`config.mk`:
```
export PLATFORM = sky130hd
export DESIGN_NAME = prcd_top
export DESIGN_NICKNAME = d
export VERILOG_FILES = /design/src/inc/prcd_pkg.sv /design/src/logic/prcd_lb_div.sv /design/src/logic/prcd_top.sv
export VERILOG_INCLUDE_DIRS = /design/src /design/src/inc
export SDC_FILE = /design/constraint.sdc
export NUM_CORES = 1
export LEC_CHECK = 0
export BUFFER_PORTS_ARGS = -buffer_cell sky130_fd_sc_hd__buf_2
export CAP_MARGIN = 0
export CORE_MARGIN = 3
export CORE_UTILIZATION = 30
export DETAILED_ROUTE_END_ITERATION = 7
export SYNTH_ARGS = -nofsm -noshare
export SYNTH_HDL_FRONTEND = slang
export SYNTH_SLANG_ARGS = --single-unit
```
`constraint.sdc`:
```
create_clock -name clock -period 4 [get_ports clock]
set_clock_uncertainty 0.2 [all_clocks]
set_input_delay 0.6 -clock clock [delete_from_list [all_inputs] [get_ports clock]]
set_output_delay 0.6 -clock clock [all_outputs]
set_load 0.005 [all_outputs]
```
`src/inc/prcd_defines.svh`:
```
`ifndef PRCD_DEFINES_SVH
`define PRCD_DEFINES_SVH

// register byte offsets
`define PRCD_OFS_CAPTURE0 8'h00
`define PRCD_OFS_CAPTURE1 8'h04
`define PRCD_OFS_MULTS 8'h08
`define PRCD_OFS_CORES 8'h0C
`define PRCD_OFS_STATUS 8'h10
`define PRCD_OFS_LBCTRL 8'h14

// local bus divider field
`define PRCD_LB_DIV_LSB 0
`define PRCD_LB_DIV_RST 5'h08
`define PRCD_LB_DIV_MIN 5'h02

// ratio code limits
`define PRCD_PLAT_MIN 5'h04
`define PRCD_PLAT_MAX 5'h0A
`define PRCD_CL_MIN 5'h08
`define PRCD_CL_MAX 5'h12
`define PRCD_MEM_SYNC_CODE 5'h01

// source select codes
`define PRCD_SRC_ONE_DIV1 4'h0
`define PRCD_SRC_ONE_DIV2 4'h1
`define PRCD_SRC_TWO_DIV1 4'h4
`define PRCD_SRC_TWO_DIV2 4'h5

// status bit positions
`define PRCD_ST_DONE 0
`define PRCD_ST_ERR 1
`define PRCD_ST_SYNC 2
`define PRCD_ST_SLOW_LSB 4

`endif

```
`src/inc/prcd_pkg.sv`:
```
`default_nettype none

package prcd_pkg;

   typedef enum logic [1:0] {
      PRCD_BUS_IDLE = 2'b01,
      PRCD_BUS_DATA = 2'b10
   } prcd_bus_state_t;

   typedef enum logic [1:0] {
      PRCD_MEM_ASYNC = 2'b01,
      PRCD_MEM_SYNC = 2'b10
   } prcd_mem_mode_t;

   typedef logic [4:0] prcd_ratio_t;

endpackage : prcd_pkg

`default_nettype wire

```
`src/logic/prcd_lb_div.sv`:
```
`timescale 1ns/10ps
`default_nettype none
`include "prcd_defines.svh"

module prcd_lb_div (
   // clock and reset
   input wire logic clock,
   input wire logic rst_b,
   // divider ratio
   input wire prcd_pkg::prcd_ratio_t ratio,
   // divided clock
   output logic [1:0] clk_out
);
   import prcd_pkg::*;

   prcd_ratio_t n_eff;
   prcd_ratio_t half_n;
   prcd_ratio_t cnt_q;
   prcd_ratio_t cnt_d;
   logic [1:0] clk_q;

   // ratios below two cannot come from a flop, so they are raised to two
   assign n_eff = (ratio < `PRCD_LB_DIV_MIN) ? `PRCD_LB_DIV_MIN : ratio;
   assign half_n = n_eff >> 1;
   assign cnt_d = (cnt_q >= n_eff - 5'h01) ? 5'h00 : cnt_q + 5'h01;

   always_ff @(posedge clock or negedge rst_b) begin
      if (!rst_b) begin
         cnt_q <= 5'h00;
         clk_q <= 2'h0;
      end else begin
         cnt_q <= cnt_d;
         clk_q <= (cnt_d < half_n) ? 2'h3 : 2'h0;
      end
   end

   assign clk_out = clk_q;
endmodule : prcd_lb_div

`default_nettype wire

```
`src/logic/prcd_top.sv`:
```
`timescale 1ns/10ps
`default_nettype none
`include "prcd_defines.svh"

module prcd_top (
   // clock and reset
   input wire logic clock,
   input wire logic rst_b,
   // ahb-lite slave
   input wire logic hsel,
   input wire logic [31:0] haddr,
   input wire logic [1:0] htrans,
   input wire logic hwrite,
   input wire logic [2:0] hsize,
   input wire logic [31:0] hwdata,
   input wire logic hready,
   output logic hreadyout,
   output logic [31:0] hrdata,
   output logic hresp,
   // reset configuration word fields
   input wire prcd_pkg::prcd_ratio_t platform_ratio_field,
   input wire logic [1:0] platform_range_field,
   input wire prcd_pkg::prcd_ratio_t cluster_ratio_field_1,
   input wire logic [1:0] cluster_range_field_1,
   input wire prcd_pkg::prcd_ratio_t cluster_ratio_field_2,
   input wire logic [1:0] cluster_range_field_2,
   input wire logic [15:0] complex_source_select,
   input wire prcd_pkg::prcd_ratio_t memory_ratio_field,
   input wire logic [1:0] memory_range_field,
   input wire logic memory_sync_bit,
   input wire logic memory_rate_bit,
   input wire logic memory_reserved_bit,
   // decoded clocking
   output logic [4:0] platform_mult,
   output logic [4:0] cluster_mult_1,
   output logic [4:0] cluster_mult_2,
   output logic [3:0] core_from_two,
   output logic [3:0] core_div2,
   output logic mem_async,
   output logic [4:0] mem_data_mult,
   output logic config_error,
   // derived clocks
   output logic mem_bus_clk,
   output logic pattern_engine_clk,
   output logic [1:0] local_bus_clock_out
);
   import prcd_pkg::*;

   // range check shared by platform and cluster fields
   function automatic prcd_ratio_t range_mult(input prcd_ratio_t code, input prcd_ratio_t lo,
                                              input prcd_ratio_t hi);
      range_mult = (code >= lo && code <= hi) ? code : 5'h00;
   endfunction : range_mult

   // source select for one complex: {valid, from cluster two, divide by two}
   function automatic logic [2:0] src_decode(input logic [3:0] sel, input logic upper);
      src_decode = 3'h0;
      if (sel == `PRCD_SRC_ONE_DIV1) begin
         src_decode = 3'b100;
      end else if (sel == `PRCD_SRC_TWO_DIV1) begin
         src_decode = 3'b110;
      end else if (!upper && sel == `PRCD_SRC_ONE_DIV2) begin
         src_decode = 3'b101;
      end else if (upper && sel == `PRCD_SRC_TWO_DIV2) begin
         src_decode = 3'b111;
      end
   endfunction : src_decode

   // core slower than platform: cluster/div below platform multiplier
   function automatic logic core_slow(input prcd_ratio_t cm, input prcd_ratio_t pm, input logic div2);
      core_slow = div2 ? ({1'b0, cm} < {pm, 1'b0}) : (cm < pm);
   endfunction : core_slow

   // asynchronous memory ratio table
   function automatic prcd_ratio_t mem_async_mult(input prcd_ratio_t code);
      case (code)
         5'h05, 5'h06, 5'h08, 5'h09, 5'h0A, 5'h0C, 5'h0D, 5'h10, 5'h12, 5'h14: mem_async_mult = code;
         default: mem_async_mult = 5'h00;
      endcase
   endfunction : mem_async_mult

   // capture state
   logic done_q;
   logic [31:0] cap0_q;
   logic [31:0] cap1_q;
   prcd_ratio_t plat_q;
   prcd_ratio_t cl1_q;
   prcd_ratio_t cl2_q;
   logic [3:0] from_two_q;
   logic [3:0] div2_q;
   logic async_q;
   prcd_ratio_t memm_q;
   logic err_q;
   logic [3:0] slow_q;
   logic mem_clk_q;
   logic pe_clk_q;

   // decode of the live fields, stored only on the capture edge
   prcd_ratio_t plat_d;
   prcd_ratio_t cl1_d;
   prcd_ratio_t cl2_d;
   logic [2:0] src_d [4];
   prcd_ratio_t memm_d;
   wire mem_sync_w = memory_sync_bit;
   wire mode_bad_w = (memory_sync_bit != memory_rate_bit) || memory_reserved_bit;
   wire [3:0] src_bad_w;
   wire [3:0] slow_w;
   wire err_d;

   assign plat_d = range_mult(platform_ratio_field, `PRCD_PLAT_MIN, `PRCD_PLAT_MAX);
   assign cl1_d = range_mult(cluster_ratio_field_1, `PRCD_CL_MIN, `PRCD_CL_MAX);
   assign cl2_d = range_mult(cluster_ratio_field_2, `PRCD_CL_MIN, `PRCD_CL_MAX);
   assign src_d[0] = src_decode(complex_source_select[3:0], 1'b0);
   assign src_d[1] = src_decode(complex_source_select[7:4], 1'b0);
   assign src_d[2] = src_decode(complex_source_select[11:8], 1'b1);
   assign src_d[3] = src_decode(complex_source_select[15:12], 1'b1);
   // synchronous mode: only the 1:1 code, data rate equals platform
   assign memm_d = mem_sync_w ? ((memory_ratio_field == `PRCD_MEM_SYNC_CODE) ? 5'h01 : 5'h00)
                              : mem_async_mult(memory_ratio_field);

   genvar gi;
   generate
      for (gi = 0; gi < 4; gi++) begin : g_core
         assign src_bad_w[gi] = !src_d[gi][2];
         assign slow_w[gi] = core_slow(src_d[gi][1] ? cl2_d : cl1_d, plat_d, src_d[gi][0]);
      end
   endgenerate

   assign err_d = (plat_d == 5'h00) || (cl1_d == 5'h00) || (cl2_d == 5'h00) || (|src_bad_w)
                  || (memm_d == 5'h00) || mode_bad_w;

   always_ff @(posedge clock or negedge rst_b) begin
      if (!rst_b) begin
         done_q <= 1'b0;
         cap0_q <= 32'h0000_0000;
         cap1_q <= 32'h0000_0000;
      end else if (!done_q) begin
         done_q <= 1'b1;
         cap0_q <= {9'h000, cluster_range_field_2, cluster_ratio_field_2, 1'b0, cluster_range_field_1,
                    cluster_ratio_field_1, 1'b0, platform_range_field, platform_ratio_field};
         cap1_q <= {5'h00, memory_reserved_bit, memory_rate_bit, memory_sync_bit, 1'b0, memory_range_field,
                    memory_ratio_field, complex_source_select};
      end
   end

   always_ff @(posedge clock or negedge rst_b) begin
      if (!rst_b) begin
         plat_q <= 5'h00;
         cl1_q <= 5'h00;
         cl2_q <= 5'h00;
         memm_q <= 5'h00;
         async_q <= 1'b0;
         err_q <= 1'b0;
         slow_q <= 4'h0;
      end else if (!done_q) begin
         plat_q <= plat_d;
         cl1_q <= cl1_d;
         cl2_q <= cl2_d;
         memm_q <= memm_d;
         async_q <= !mem_sync_w;
         err_q <= err_d;
         slow_q <= slow_w;
      end
   end

   always_ff @(posedge clock or negedge rst_b) begin
      if (!rst_b) begin
         from_two_q <= 4'h0;
         div2_q <= 4'h0;
      end else if (!done_q) begin
         from_two_q <= {src_d[3][1], src_d[2][1], src_d[1][1], src_d[0][1]};
         div2_q <= {src_d[3][0], src_d[2][0], src_d[1][0], src_d[0][0]};
      end
   end

   // derived clocks: toggles give half the platform rate
   always_ff @(posedge clock or negedge rst_b) begin
      if (!rst_b) begin
         mem_clk_q <= 1'b0;
         pe_clk_q <= 1'b0;
      end else begin
         mem_clk_q <= done_q && !async_q && !mem_clk_q;
         pe_clk_q <= !pe_clk_q;
      end
   end

   // ahb-lite slave with one wait state so read data leave a flop
   prcd_bus_state_t state_q;
   logic [7:0] addr_q;
   logic wr_q;
   logic rdy_q;
   logic [31:0] rdata_q;
   prcd_ratio_t lb_div_q;
   wire accept_w = hsel && htrans[1] && hready && (state_q == PRCD_BUS_IDLE);
   wire in_data_w = (state_q == PRCD_BUS_DATA);
   wire sel_lb_w = (addr_q == `PRCD_OFS_LBCTRL);
   wire lb_wr_w = in_data_w && wr_q && sel_lb_w;
   wire [31:0] mults_w = {3'h0, memm_q, 3'h0, cl2_q, 3'h0, cl1_q, 3'h0, plat_q};
   wire [31:0] cores_w = {23'h00_0000, async_q, from_two_q, div2_q};
   wire [31:0] status_w = {24'h00_0000, slow_q, 1'b0, !async_q, err_q, done_q};
   wire [31:0] lbreg_w = {27'h000_0000, lb_div_q};
   wire [31:0] rmux_w;

   assign rmux_w = (addr_q == `PRCD_OFS_CAPTURE0) ? cap0_q :
                   (addr_q == `PRCD_OFS_CAPTURE1) ? cap1_q :
                   (addr_q == `PRCD_OFS_MULTS) ? mults_w :
                   (addr_q == `PRCD_OFS_CORES) ? cores_w :
                   (addr_q == `PRCD_OFS_STATUS) ? status_w :
                   sel_lb_w ? lbreg_w : 32'h0000_0000;

   always_ff @(posedge clock or negedge rst_b) begin
      if (!rst_b) begin
         state_q <= PRCD_BUS_IDLE;
         addr_q <= 8'h00;
         wr_q <= 1'b0;
         rdy_q <= 1'b1;
         rdata_q <= 32'h0000_0000;
      end else begin
         case (state_q)
            PRCD_BUS_IDLE: begin
               if (accept_w) begin
                  addr_q <= (haddr[31:8] == 24'h00_0000) ? {haddr[7:2], 2'b00} : 8'hFF;
                  wr_q <= hwrite;
                  rdy_q <= 1'b0;
                  state_q <= PRCD_BUS_DATA;
               end
            end
            PRCD_BUS_DATA: begin
               rdata_q <= wr_q ? 32'h0000_0000 : rmux_w;
               rdy_q <= 1'b1;
               state_q <= PRCD_BUS_IDLE;
            end
            default: begin
               state_q <= PRCD_BUS_IDLE;
               rdy_q <= 1'b1;
            end
         endcase
      end
   end

   always_ff @(posedge clock or negedge rst_b) begin
      if (!rst_b) begin
         lb_div_q <= `PRCD_LB_DIV_RST;
      end else if (lb_wr_w) begin
         lb_div_q <= hwdata[`PRCD_LB_DIV_LSB +: 5];
      end
   end

   prcd_lb_div u_lb_div (
      .clock(clock),
      .rst_b(rst_b),
      .ratio(lb_div_q),
      .clk_out(local_bus_clock_out)
   );

   assign hreadyout = rdy_q;
   assign hrdata = rdata_q;
   assign hresp = 1'b0;
   assign platform_mult = plat_q;
   assign cluster_mult_1 = cl1_q;
   assign cluster_mult_2 = cl2_q;
   assign core_from_two = from_two_q;
   assign core_div2 = div2_q;
   assign mem_async = async_q;
   assign mem_data_mult = memm_q;
   assign config_error = err_q;
   assign mem_bus_clk = mem_clk_q;
   assign pattern_engine_clk = pe_clk_q;
endmodule : prcd_top

`default_nettype wire

```
# == Word-level counts from Yosys, hierarchy flattened ==
# Index checks and enable logic that the tools add are counted.
# classes
n_addsub,2
magnitude_cmp,17
eq_ne,28
muxes,41
n_reduce_logical,37
# ops
operator,n
29-bit two-way mux,4
5-bit two-way mux,12
3-bit two-way mux,12
"5-bit by 4-bit == test with 1-bit output, second input constant",5
"4-bit by 3-bit == test with 1-bit output, second input constant",6
24-bit logical NOT,1
5-bit by 6-bit < comparator with 1-bit output,4
5-bit logical NOT,4
5-bit < comparator,4
"8-bit by 4-bit == test with 1-bit output, second input constant",2
"8-bit by 5-bit == test with 1-bit output, second input constant",2
4-bit logical NOT,4
8-bit two-way mux,2
"5-bit == test, second input constant",3
"5-bit by 3-bit == test with 1-bit output, second input constant",2
"5-bit by 4-bit >= comparator with 1-bit output, second input constant",2
"5-bit less-or-equal comparator, second input constant",2
1-bit logical AND,10
10-bit OR reduction,1
9-bit two-way mux,1
"4-bit by 1-bit == test with 1-bit output, second input constant",2
"8-bit by 3-bit == test with 1-bit output, second input constant",1
1-bit logical NOT,8
8-bit logical NOT,1
other kinds (17),30
# word_totals
reg_bits,140
input_bits,121
output_inout_bits,68

# == Depth between registers and ports, before layout ==
# Gate-level depths: netlist (run 1).
# logic_depth
ltp_word,9
depth_mapped,14
depth_no_buf,14

# == Modules after synthesis ==
# From an unflattened synthesis (run 1), not the netlist that was laid out.
# hier_totals
hier_cells,682
hier_area_um2,7175.6
# by_module_without_submodules
module,instances,cells_each,area_each_um2,seq_area_each_um2
prcd_top,1,630,6680.2,3180.6
prcd_lb_div,1,52,495.5,150.1

# == Least setup slack after synthesis (run 1) ==
# Ideal clock, no wire load.
# synth_path
kind,reg-to-reg
from,reg lb_div_q[2]
to,"reg u_lb_div.clk_q[0], in the netlist u_lb_div.clk_out[0]"
setup_time_ns,0.065
arrival_time_ns,2.807
t_required_ns,3.735
setup_slack_ns,0.928
path_stages_with_launch,13
period_less_slack_ns,3.072
cell_sequence,dfrtp_1 > o41ai_1 > ha_1 > nand3_1 > xnor2_1 > ha_1 > nand2_1 > o21ai_1 > nor2_1 > ha_1 > a21o_1 > a211oi_1 > o21a_1
# synth_between
elab_chain_len,7
# synth_lines
item,line,text
start: declaration,prcd_top.sv:193,prcd_ratio_t lb_div_q;
start signal: assignment,prcd_top.sv:243,lb_div_q <= `PRCD_LB_DIV_RST;
start signal: assignment,prcd_top.sv:245,lb_div_q <= hwdata[`PRCD_LB_DIV_LSB +: 5];
5-bit by 2-bit < comparator with 1-bit output (no line),-,
5-bit two-way mux (*),prcd_lb_div.sv:23,assign n_eff = (ratio < `PRCD_LB_DIV_MIN) ? `PRCD_LB_DIV_MIN : ratio;
5-bit by 1-bit subtractor with 5-bit output (*),prcd_lb_div.sv:25,assign cnt_d = (cnt_q >= n_eff - 5'h01) ? 5'h00 : cnt_q + 5'h01;
5-bit >= comparator (*),prcd_lb_div.sv:25,
5-bit two-way mux (*),prcd_lb_div.sv:25,
named net u_lb_div.cnt_d[2],prcd_lb_div.sv:19,prcd_ratio_t cnt_d;
5-bit by 4-bit < comparator with 1-bit output (*),prcd_lb_div.sv:33,clk_q <= (cnt_d < half_n) ? 2'h3 : 2'h0;
2-bit two-way mux (*),prcd_lb_div.sv:33,
end signal: assignment,prcd_lb_div.sv:33,
end: declaration,prcd_lb_div.sv:20,logic [1:0] clk_q;
# Mark *: on every way through the listed nets, which the timed path passes. The rest lies on a longest branch.
# A chain may end at the register's enable or synchronous reset.

# == Worst setup path after layout (run 1) ==
# layout_path
from,reg lb_div_q[1]
to,"reg u_lb_div.clk_q[0], in the netlist u_lb_div.clk_out[0]"
# The elaborated chain is that of the path after synthesis.

==> key figures, run 1 <==
Run status
  – Outcome: finished, final reports clean

Cells and area
  – Nets: 1010
  – N_diodes: 0
  – Area taken by multi-input logic gates: 0.00355 mm^2
  – FF+latch area: 0.00333 mm^2
  – Most frequent cells in the layout: buf_2, dfrtp_1, nand2_1
  – Finished Layout Cells: 1177
  – FILL cells: 2330
  – Fraction of layout cells with a size suffix above 1: 29.9%
  – Area Overhead vs Synth: 24.0%
  – Commonest non-fill, non-tap cell in the layout: buf_2

Route
  – Initial DRC count: 399
  – Number of routed nets with antenna violations: 0
  – Average wire per cell in the routed design: 18.3 um
  – Vias per std cell: 5.05
  – TritonRoute pass-1 iters: 5
  – Routed wire length: 21600 um
  – DR vias: 5940
  – DR DRC count: 0

Global routing
  – Initial antenna violation count: 1
  – Vias in the first global route: 5964
  – Total global routing overflow: 0
  – Global-route usage over all layers: 16.8%
  – Global-route wire length before repair: 34100 um
  – Largest net degree at the start of global routing: 90

Logic synthesis
  – Cells after synthesis: 703
  – Synthesized area: 0.00712 mm^2
  – Yosys top cell area share: 46.1%
  – Sequential area share after synthesis: 46.8%
  – Number of flops mapped to enable cells by yosys: 0
  – Biggest area consumer among synthesized cells: dfrtp_1
  – Synthesized flop and latch total: 133
  – Synth cell types: 68
  – Ys async rst share: 100%
  – Area contributors post-synth: dfrtp_1, mux2_2, ha_1
  – Predominant post-synthesis flop cell: dfrtp_1
  – Syn_area_per_cell: 10.1 um^2
  – Yosys warns: 0

Power
  – Pwr per Cell Area: 389 mW/mm^2
  – Combinational share of power: 9.5%
  – Clk pwr share: 47.0%
  – Final Power: 3430 uW
  – Peak VDD IR: 278 uV
  – P_int: 2570 uW
  – Share of power burned in registers: 43.5%
  – Leak: 0.00408 uW
  – Psw: 866 uW
  – Net Sw Frac: 25.2%

Job
  – Maxcap violations: 0

Hold path
  – Tightest Hold Check Type: in2async

Floorplanning
  – Cell Rows: 55
  – Die area: 0.0256 mm^2
  – Core box area: 0.0230 mm^2
  – Die width: 160 um
  – Die Ht: 160 um
  – Top Ports: 189
  – Starting Density: 31.0%

Worst setup path
  – Cells along the critical path: o41ai_1 > ha_1 > nand3_1 > xnor2_1 > ha_1 > nand2_1 > o21ai_1 > nor2_1 > ha_1 > nand3_1 > nor3_1 > a211oi_1 > o21a_1
  – Critical path fanouts, max: 6
  – Crit. End Element: flip-flop
  – Delay-heaviest family, CP: compound AO/OA/AOI/OAI gates
  – Max incr delay on CP: 0.51 ns
  – CP max-delay cell: o41ai_1
  – Worst EP required: 4.15 ns
  – CP Data Arrival Time: 3.63 ns
  – Crit-path most repeated cell: ha_1
  – Worst Path Buf+Inv: 0
  – Crit path kind: reg2reg
  – CP Launch Type: flip-flop

Place
  – Placed insts: 1145
  – GPL Wtd Cong: 0.805
  – Setup WS pre-CTS: 0.516 ns
  – Port-buffer cells: 150
  – HPWL after DPL: 16100 um

STA
  – Final Hold Vio Count: 0
  – Slew HR: 37.5%
  – Final WS setup: 0.521 ns
  – Crit path time final: 3.48 ns
  – Final Max Slew Viols: 0
  – RSZ-0062 raised after global routing: false
  – Fin Setup TNS: 0 ns
  – Final worst-path cycle share: 87.0%
  – Max Fclk: 0.287 GHz
  – Worst-margin pin slew: 0.934 ns
  – Finish-stage setup viols: 0

Clock network
  – Post-cts resize count: 0
  – Postcts setup bufs: 0
  – H-tree levels: 4
  – Clock tree from TritonCTS: yes
  – Clk sink count: 133
  – Hold buffers post-CTS: 0
  – Clk slew on worst S/H paths: 0.06 ns
  – Clk_lat worst skew: 0.42 ns
  – Max Root-Sink Buffers: 2
  – TritonCTS buffer count: 17
  – Root Driver: clkbuf_16
## synth_stat cells (all sizes together), types with 3 or more instances
cell and number:
nor2b 6, o21ai 69, o211ai 3, a22oi 16, nand2 84, a2111oi 3
a31oi 3, o21a 6, o2111ai 4, or4 3, nand3 18, o41ai 3
a22o 12, clkbuf 26, buf 16, nor4 11, a21o 3, nor4b 6
dfrtp 131, and3 6, a221oi 4, xnor2 5, o22a 3, a211oi 5
o31ai 3, nand2b 9, a222oi 3, nor2 40, xor2 3, nor3 11
ha 38, and4 3, inv 21, a21oi 24, mux2 51, mux2i 14
nand4 4
## metrics by stage
step | hold slack, ns | cell area (um^2) | utilization [%]
after floorplan | 0.104 | 7150 | -
final | 0.0416 | 8820 | 38.4
after CTS | 0.0865 | 8820 | 38.4
after detailed placement | 0.208 | 8220 | 35.8
after global routing | 0.101 | 8820 | 38.4
after global placement | 0.209 | 8220 | 35.8
## kinds of logic (layout without fill, tap and decap cells)
family | after synthesis | after routing | share of synthesized area, %
simple gates | 212 | 212 | 14.7
compound gates | 182 | 182 | 16.9
flops | 133 | 133 | 46.8
mux | 65 | 65 | 10.0
buf+inv | 63 | 216 | 3.78
fa+ha+maj | 38 | 38 | 6.68
xor+xnor | 8 | 8 | 0.985
other cells | 2 | 10 | 0.106
## layout make-up
class                   count  area share (%)
multi-input cells         515            40.2
flip-flops and latches    133            37.8
repair buffers            163            9.83
clock buffers              19            4.91
well taps                 313            4.44
clock inverters            13            1.97
inverters                  21           0.893
## path summary, 6_finish.rpt
check,slack (ns),depth (start not counted),end,startpoint
max,0.52,13,u_lb_div.clk_out[0],lb_div_q[1]
min,0.04,1,u_lb_div.cnt_q[3],rst_b
max reg2reg,0.52,13,u_lb_div.clk_out[0],lb_div_q[1]
min reg2reg,0.22,1,pattern_engine_clk,pattern_engine_clk
max in group asynchronous,2.79,2,lb_div_q[3],rst_b
min in group clock,0.19,2,addr_q[6],haddr[6]
## power by group through the flow
stage               Clock [uW]  Combinational, uW  Sequential [uW]
floorplan                    0                188             1480
global placement             0                319             1510
detailed placement           0                327             1520
CTS                       1640                329             1490
global route              1710                366             1500
finish                    1610                325             1490
## metal layers
metal | GRT usage (%) | routed length (um) | up-vias
li1 | - | - | 2865
met1 | 22.6 | 9720 | 2877
met2 | 27.1 | 10300 | 172
met3 | 4.57 | 1250 | 24
met4 | 4.14 | 285 | 2
met5 | 0 | 13 | -
## registers in the layout, indices dropped and copies added (netlist names), 2 cells and up
name	cells
u_lb_div.cnt_q	5
mem_data_mult	5
hrdata	28
core_div2	4
lb_div_q	5
state_q	2
core_from_two	4
cap1_q	26
cluster_mult_1	5
cluster_mult_2	5
addr_q	7
platform_mult	5
slow_q	4
cap0_q	21
## worst register-to-register path, stage by stage, from the launching register on
cell and delay, ns:
dfrtp_1 0.46, o41ai_1 0.51, ha_1 0.27, nand3_1 0.10, xnor2_1 0.14, ha_1 0.29, nand2_1 0.05, o21ai_1 0.35
nor2_1 0.13, ha_1 0.33, nand3_1 0.11, nor3_1 0.05, a211oi_1 0.26, o21a_1 0.17
Note: power is estimated with default switching activity, not from simulation.
==> inputs of run 2 (changes only) <==
--- a/config.mk
+++ b/config.mk
@@ -8,6 +8,7 @@
 export LEC_CHECK = 0
 export BUFFER_PORTS_ARGS = -buffer_cell sky130_fd_sc_hd__buf_2
 export CAP_MARGIN = 0
+export CORE_ASPECT_RATIO = 0.7
 export CORE_MARGIN = 3
 export CORE_UTILIZATION = 30
 export DETAILED_ROUTE_END_ITERATION = 7
==> run 2 against run 1 <==
Against the previous run: non-clock buffer count decreased by 1; sequential power is essentially flat; core utilization is 0.083 points higher; worst setup slack got worse by 0.021 ns; highest routed layer unchanged.
==> key figures, run 2 (synthesis results as in run 1) <==
Route
  – TritonRoute pass-1 iters: 5
  – DR vias: 6047
  – Initial DRC count: 578
  – Vias per std cell: 5.15
  – Average wire per cell in the routed design: 18.7 um
  – DR DRC count: 0
  – Routed wire length: 22000 um
  – Number of routed nets with antenna violations: 0

Power
  – Leak: 0.00408 uW
  – Peak VDD IR: 274 uV
  – Final Power: 3520 uW
  – Pwr per Cell Area: 399 mW/mm^2

Floorplanning
  – Die area: 0.0256 mm^2
  – Core box area: 0.0230 mm^2
  – Starting Density: 31.0%
  – Cell Rows: 46
  – Die Ht: 135 um
  – Die width: 190 um
  – Top Ports: 189

Worst setup path
  – Crit. End Element: flip-flop
  – CP Data Arrival Time: 3.67 ns
  – CP Launch Type: flip-flop
  – CP max-delay cell: o41ai_1
  – Worst EP required: 4.17 ns
  – Crit-path most repeated cell: ha_1
  – Cells along the critical path: o41ai_1 > ha_1 > nand3_1 > xnor2_1 > ha_1 > nand2_1 > o21ai_1 > nor2_1 > ha_1 > nand3_1 > nor3_1 > a211oi_1 > o21a_1
  – Critical path fanouts, max: 6
  – Crit path kind: reg2reg
  – Max incr delay on CP: 0.52 ns

Cells and area
  – Area Overhead vs Synth: 24.2%
  – N_diodes: 0
  – Most frequent cells in the layout: buf_2, dfrtp_1, nand2_1
  – Commonest non-fill, non-tap cell in the layout: buf_2
  – Nets: 1009
  – Largest register FFs: 28
  – Fraction of layout cells with a size suffix above 1: 30.0%

Place
  – Port-buffer cells: 150
  – GPL Wtd Cong: 0.864
  – HPWL after DPL: 16200 um

Clock network
  – H-tree levels: 4
  – Clk sink count: 133
  – Postcts setup bufs: 0
  – Max Root-Sink Buffers: 2
  – TritonCTS buffer count: 17
  – Clock tree from TritonCTS: yes
  – Post-cts resize count: 0
  – Clk slew on worst S/H paths: 0.06 ns
  – Root Driver: clkbuf_16
  – Clk_lat worst skew: 0.43 ns
  – Hold buffers post-CTS: 0

Hold path
  – Tightest Hold Check Type: in2async

STA
  – Final Hold Vio Count: 0
  – Slew HR: 26.4%
  – Max Fclk: 0.286 GHz
  – Finish-stage setup viols: 0
  – Final Max Slew Viols: 0
  – Fin Setup TNS: 0 ns
  – Crit path time final: 3.50 ns
  – RSZ-0062 raised after global routing: false
  – Worst Hold Slack: 0.111 ns
  – Final worst-path cycle share: 87.5%
  – Worst-margin pin slew: 1.10 ns

Global routing
  – Vias in the first global route: 5800
  – Initial antenna violation count: 1
  – Total global routing overflow: 0
  – Global-route usage over all layers: 17.2%
  – Largest net degree at the start of global routing: 115
  – Global-route wire length before repair: 33900 um

Job
  – Maxcap violations: 0

Run status
  – Outcome: finished, final reports clean
-- run 2: changes by cell type in the layout (fill, tap and decap cells not counted) --
cell	change
clkbuf_1	-2
clkinv_4	+1
clkinv_2	+1
inv_6	-2
buf_12	-1
bufinv_16	+1
clkbuf_8	+1
-- run 2: metal layers --
layer / routed length (um) / up-vias / global-route usage (%)
li1: - / 2864 / -
met1: 10700 / 2953 / 25.3
met2: 9480 / 199 / 24.9
met3: 1430 / 29 / 4.26
met4: 371 / 2 / 5.38
met5: 20 / - / 0
-- run 2: path summary, 6_finish.rpt --
path	cells past startpoint	from	to	slack, ns
worst max register to register	13	lb_div_q[1]	u_lb_div.clk_out[0]	0.50
worst min-delay path	1	rst_b	cluster_mult_1[0]	0.11
worst max-delay path	13	lb_div_q[1]	u_lb_div.clk_out[0]	0.50
worst min register to register	1	pattern_engine_clk	pattern_engine_clk	0.21
max in group asynchronous	2	rst_b	hrdata[15]	2.51
min in group clock	3	hwdata[2]	lb_div_q[2]	0.19
-- run 2: cell type report --
type / instances / area (um^2)
fill: 2284 / 14100
multi-input combinational: 515 / 3550
sequential: 133 / 3330
timing repair buffer: 162 / 847
clock buffer: 18 / 439
tap: 312 / 390
clock inverter: 14 / 200
inverter: 21 / 78.8
-- run 2: power breakdown --
part           internal [uW]  switching, uW  total (uW)
sequential              1420           75.9        1500
clock                   1070            634        1700
combinational            152            174         326
total                   2640            884        3520
-- run 2: worst max-delay path, delay by kind of cell, from the launching register on --
kind                     cells  cell delay (ns)
AO/OA/AOI/OAI                4             1.25
AND/OR/NAND/NOR              5             0.49
adder cells (fa/ha/maj)      3             0.90
flip-flops                   1             0.45
XOR/XNOR                     1             0.15
-- run 2: through the flow --
step	setup WS (ns)	cell area, um^2	std cells	utilization (%)
6_report	0.501	8840	1175	38.5
5_1_grt	0.266	8840	1175	38.5
4_1_cts	0.509	8840	1175	38.5
3_5_place_dp	0.524	8200	1143	35.7
3_3_place_gp	0.543	8200	1143	35.7
2_1_floorplan	0.928	7150	711	-
==> inputs of run 3 (changes only) <==
--- a/config.mk
+++ b/config.mk
@@ -10,8 +10,10 @@
 export CAP_MARGIN = 0
 export CORE_ASPECT_RATIO = 0.7
 export CORE_MARGIN = 3
-export CORE_UTILIZATION = 30
+export CORE_UTILIZATION = 53
 export DETAILED_ROUTE_END_ITERATION = 7
+export PLACE_DENSITY = 0.8
+export RECOVER_POWER = 25
 export SYNTH_ARGS = -nofsm -noshare
 export SYNTH_HDL_FRONTEND = slang
 export SYNTH_SLANG_ARGS = --single-unit
==> run 3 against run 2 <==
Against the previous run: the run now ends with max-capacitance violations, max-slew violations left; sequential power about the same; combinational power grew 2%; design area fell by 2.6%; largest cell class unchanged; clock power fell by 4%; non-clock buffer count decreased by 3.
==> key figures, run 3 (synthesis results as in run 1) <==
Clock network
  – TritonCTS buffer count: 17
  – Post-cts resize count: 0
  – Postcts setup bufs: 0
  – Max Root-Sink Buffers: 2
  – H-tree levels: 4
  – Clk sink count: 133
  – Clock tree from TritonCTS: yes
  – Hold buffers post-CTS: 0
  – Root Driver: clkbuf_16
  – Clk_lat worst skew: 0.43 ns
  – Clk slew on worst S/H paths: 0.07 ns

Global routing
  – Initial antenna violation count: 0
  – Global-route usage over all layers: 28.1%
  – Total global routing overflow: 0
  – Largest net degree at the start of global routing: 86
  – Global-route wire length before repair: 32400 um
  – Vias in the first global route: 6224

Floorplanning
  – Die Ht: 103 um
  – Die area: 0.0149 mm^2
  – Die width: 144 um
  – Top Ports: 189
  – Core box area: 0.0128 mm^2
  – Cell Rows: 34
  – Starting Density: 55.8%

Route
  – Routed wire length: 21000 um
  – TritonRoute pass-1 iters: 5
  – DR DRC count: 0
  – Number of routed nets with antenna violations: 0
  – DR top layer: met4
  – DRT met1 WL: 8910 um
  – Met3 wire len: 2100 um
  – Metal2 WL: 9540 um
  – DR vias: 6346
  – Vias per std cell: 6.21
  – Initial DRC count: 776
  – Average wire per cell in the routed design: 20.5 um

Worst setup path
  – CP Data Arrival Time: 3.81 ns
  – Reg2reg path depth: 12
  – Crit. End Element: flip-flop
  – Crit path kind: reg2reg
  – FF-to-FF End: u_lb_div.clk_out[0]
  – Reg2Reg Setup Slack: 0.35 ns
  – Worst EP required: 4.15 ns
  – Critical path fanouts, max: 6
  – Worst R2R Start: lb_div_q[1]
  – CP Launch Type: flip-flop

Hold path
  – Hold EP: lb_div_q[3]
  – Hold path startpoint: hwdata[3]
  – Tightest Hold Check Type: in2reg
  – Worst Hold Depth: 3

STA
  – Final Hold Vio Count: 0
  – Final worst-path cycle share: 91.3%
  – Fin Setup TNS: 0 ns
  – Max Fclk: 0.274 GHz
  – Crit path time final: 3.65 ns
  – Slew HR: -20.7%
  – Final WS setup: 0.347 ns
  – Final Max Slew Viols: 71
  – Finish-stage setup viols: 0
  – RSZ-0062 raised after global routing: false
  – Worst-margin pin slew: 1.81 ns

Place
  – Setup WS pre-CTS: 0.419 ns
  – Placed insts: 990
  – GPL Wtd Cong: 0.904
  – Port-buffer cells: 150
  – HPWL after DPL: 15100 um

Power
  – Peak VDD IR: 285 uV
  – Leak: 0.00406 uW
  – Pwr per Cell Area: 402 mW/mm^2

Cells and area
  – Commonest non-fill, non-tap cell in the layout: buf_2
  – N_diodes: 0
  – Area Overhead vs Synth: 20.9%
  – Fraction of layout cells with a size suffix above 1: 29.7%
  – Largest register FFs: 28
  – Most frequent cells in the layout: buf_2, dfrtp_1, nand2_1
  – Finished Layout Cells: 1022
  – Nets: 1006

Run status
  – Outcome: finished, violations left
  – Failing checks: max-capacitance violations, max-slew violations

Job
  – Maxcap violations: 1
-- run 3: cell count changes in the layout (fill, tap and decap cells not counted), moves of 2 or more --
cell	before	now
buf_4	12	8
inv_8	0	3
clkinv_4	4	1
bufinv_16	4	2
inv_6	2	6
-- run 3: layer usage --
layer	track usage [%]	up-vias
li1	-	2856
met1	38.8	3094
met2	43.7	350
met3	7.56	46
met4	9.10	0
met5	0	-
-- run 3: area by class of cell --
| class | count | area (um^2) |
|---|---|---|
| sequential | 133 | 3330 |
| tap | 162 | 203 |
| timing repair buffer | 159 | 831 |
| clock inverter | 15 | 186 |
| multi-input combinational | 515 | 3550 |
| fill | 953 | 4160 |
| clock buffer | 17 | 425 |
| inverter | 21 | 78.8 |
-- run 3: per-stage QoR --
step	area, um^2	hold WS, ns	total power, uW	utilization, %
finish	8600	0.184	3460	67.4
global route	8600	0.190	3570	67.4
CTS	8610	0.153	3450	67.4
detailed placement	8000	0.200	1840	62.6
global placement	8000	0.203	1820	62.6
floorplan	7150	0.104	1670	-
-- run 3: worst max path at each step --
stage,startpoint,end,slack (ns),cells past startpoint
after floorplan,lb_div_q[2],u_lb_div.clk_out[0],0.93,12
after global placement,lb_div_q[1],u_lb_div.clk_out[0],0.62,12
after detailed placement,lb_div_q[1],u_lb_div.clk_out[0],0.42,12
after CTS,lb_div_q[1],u_lb_div.clk_out[0],0.37,12
after global routing,lb_div_q[2],u_lb_div.clk_out[0],0.12,13
final,lb_div_q[1],u_lb_div.clk_out[0],0.35,12
-- run 3: where the power goes --
part / switching (uW) / total (uW) / internal [uW]
sequential: 80.9 / 1500 / 1420
combinational: 178 / 331 / 153
clock: 678 / 1630 / 948
-- run 3: worst max-delay path: stages (launching register included) --
cell and delay (ns):
dfrtp_1 0.44, o41ai_1 0.57, ha_1 0.28, nand3_1 0.11
xnor2_1 0.17, ha_1 0.31, nand2_1 0.05, o21ai_1 0.36
nor2_1 0.13, ha_1 0.33, a21o_1 0.17, a211oi_1 0.29
o21a_1 0.18
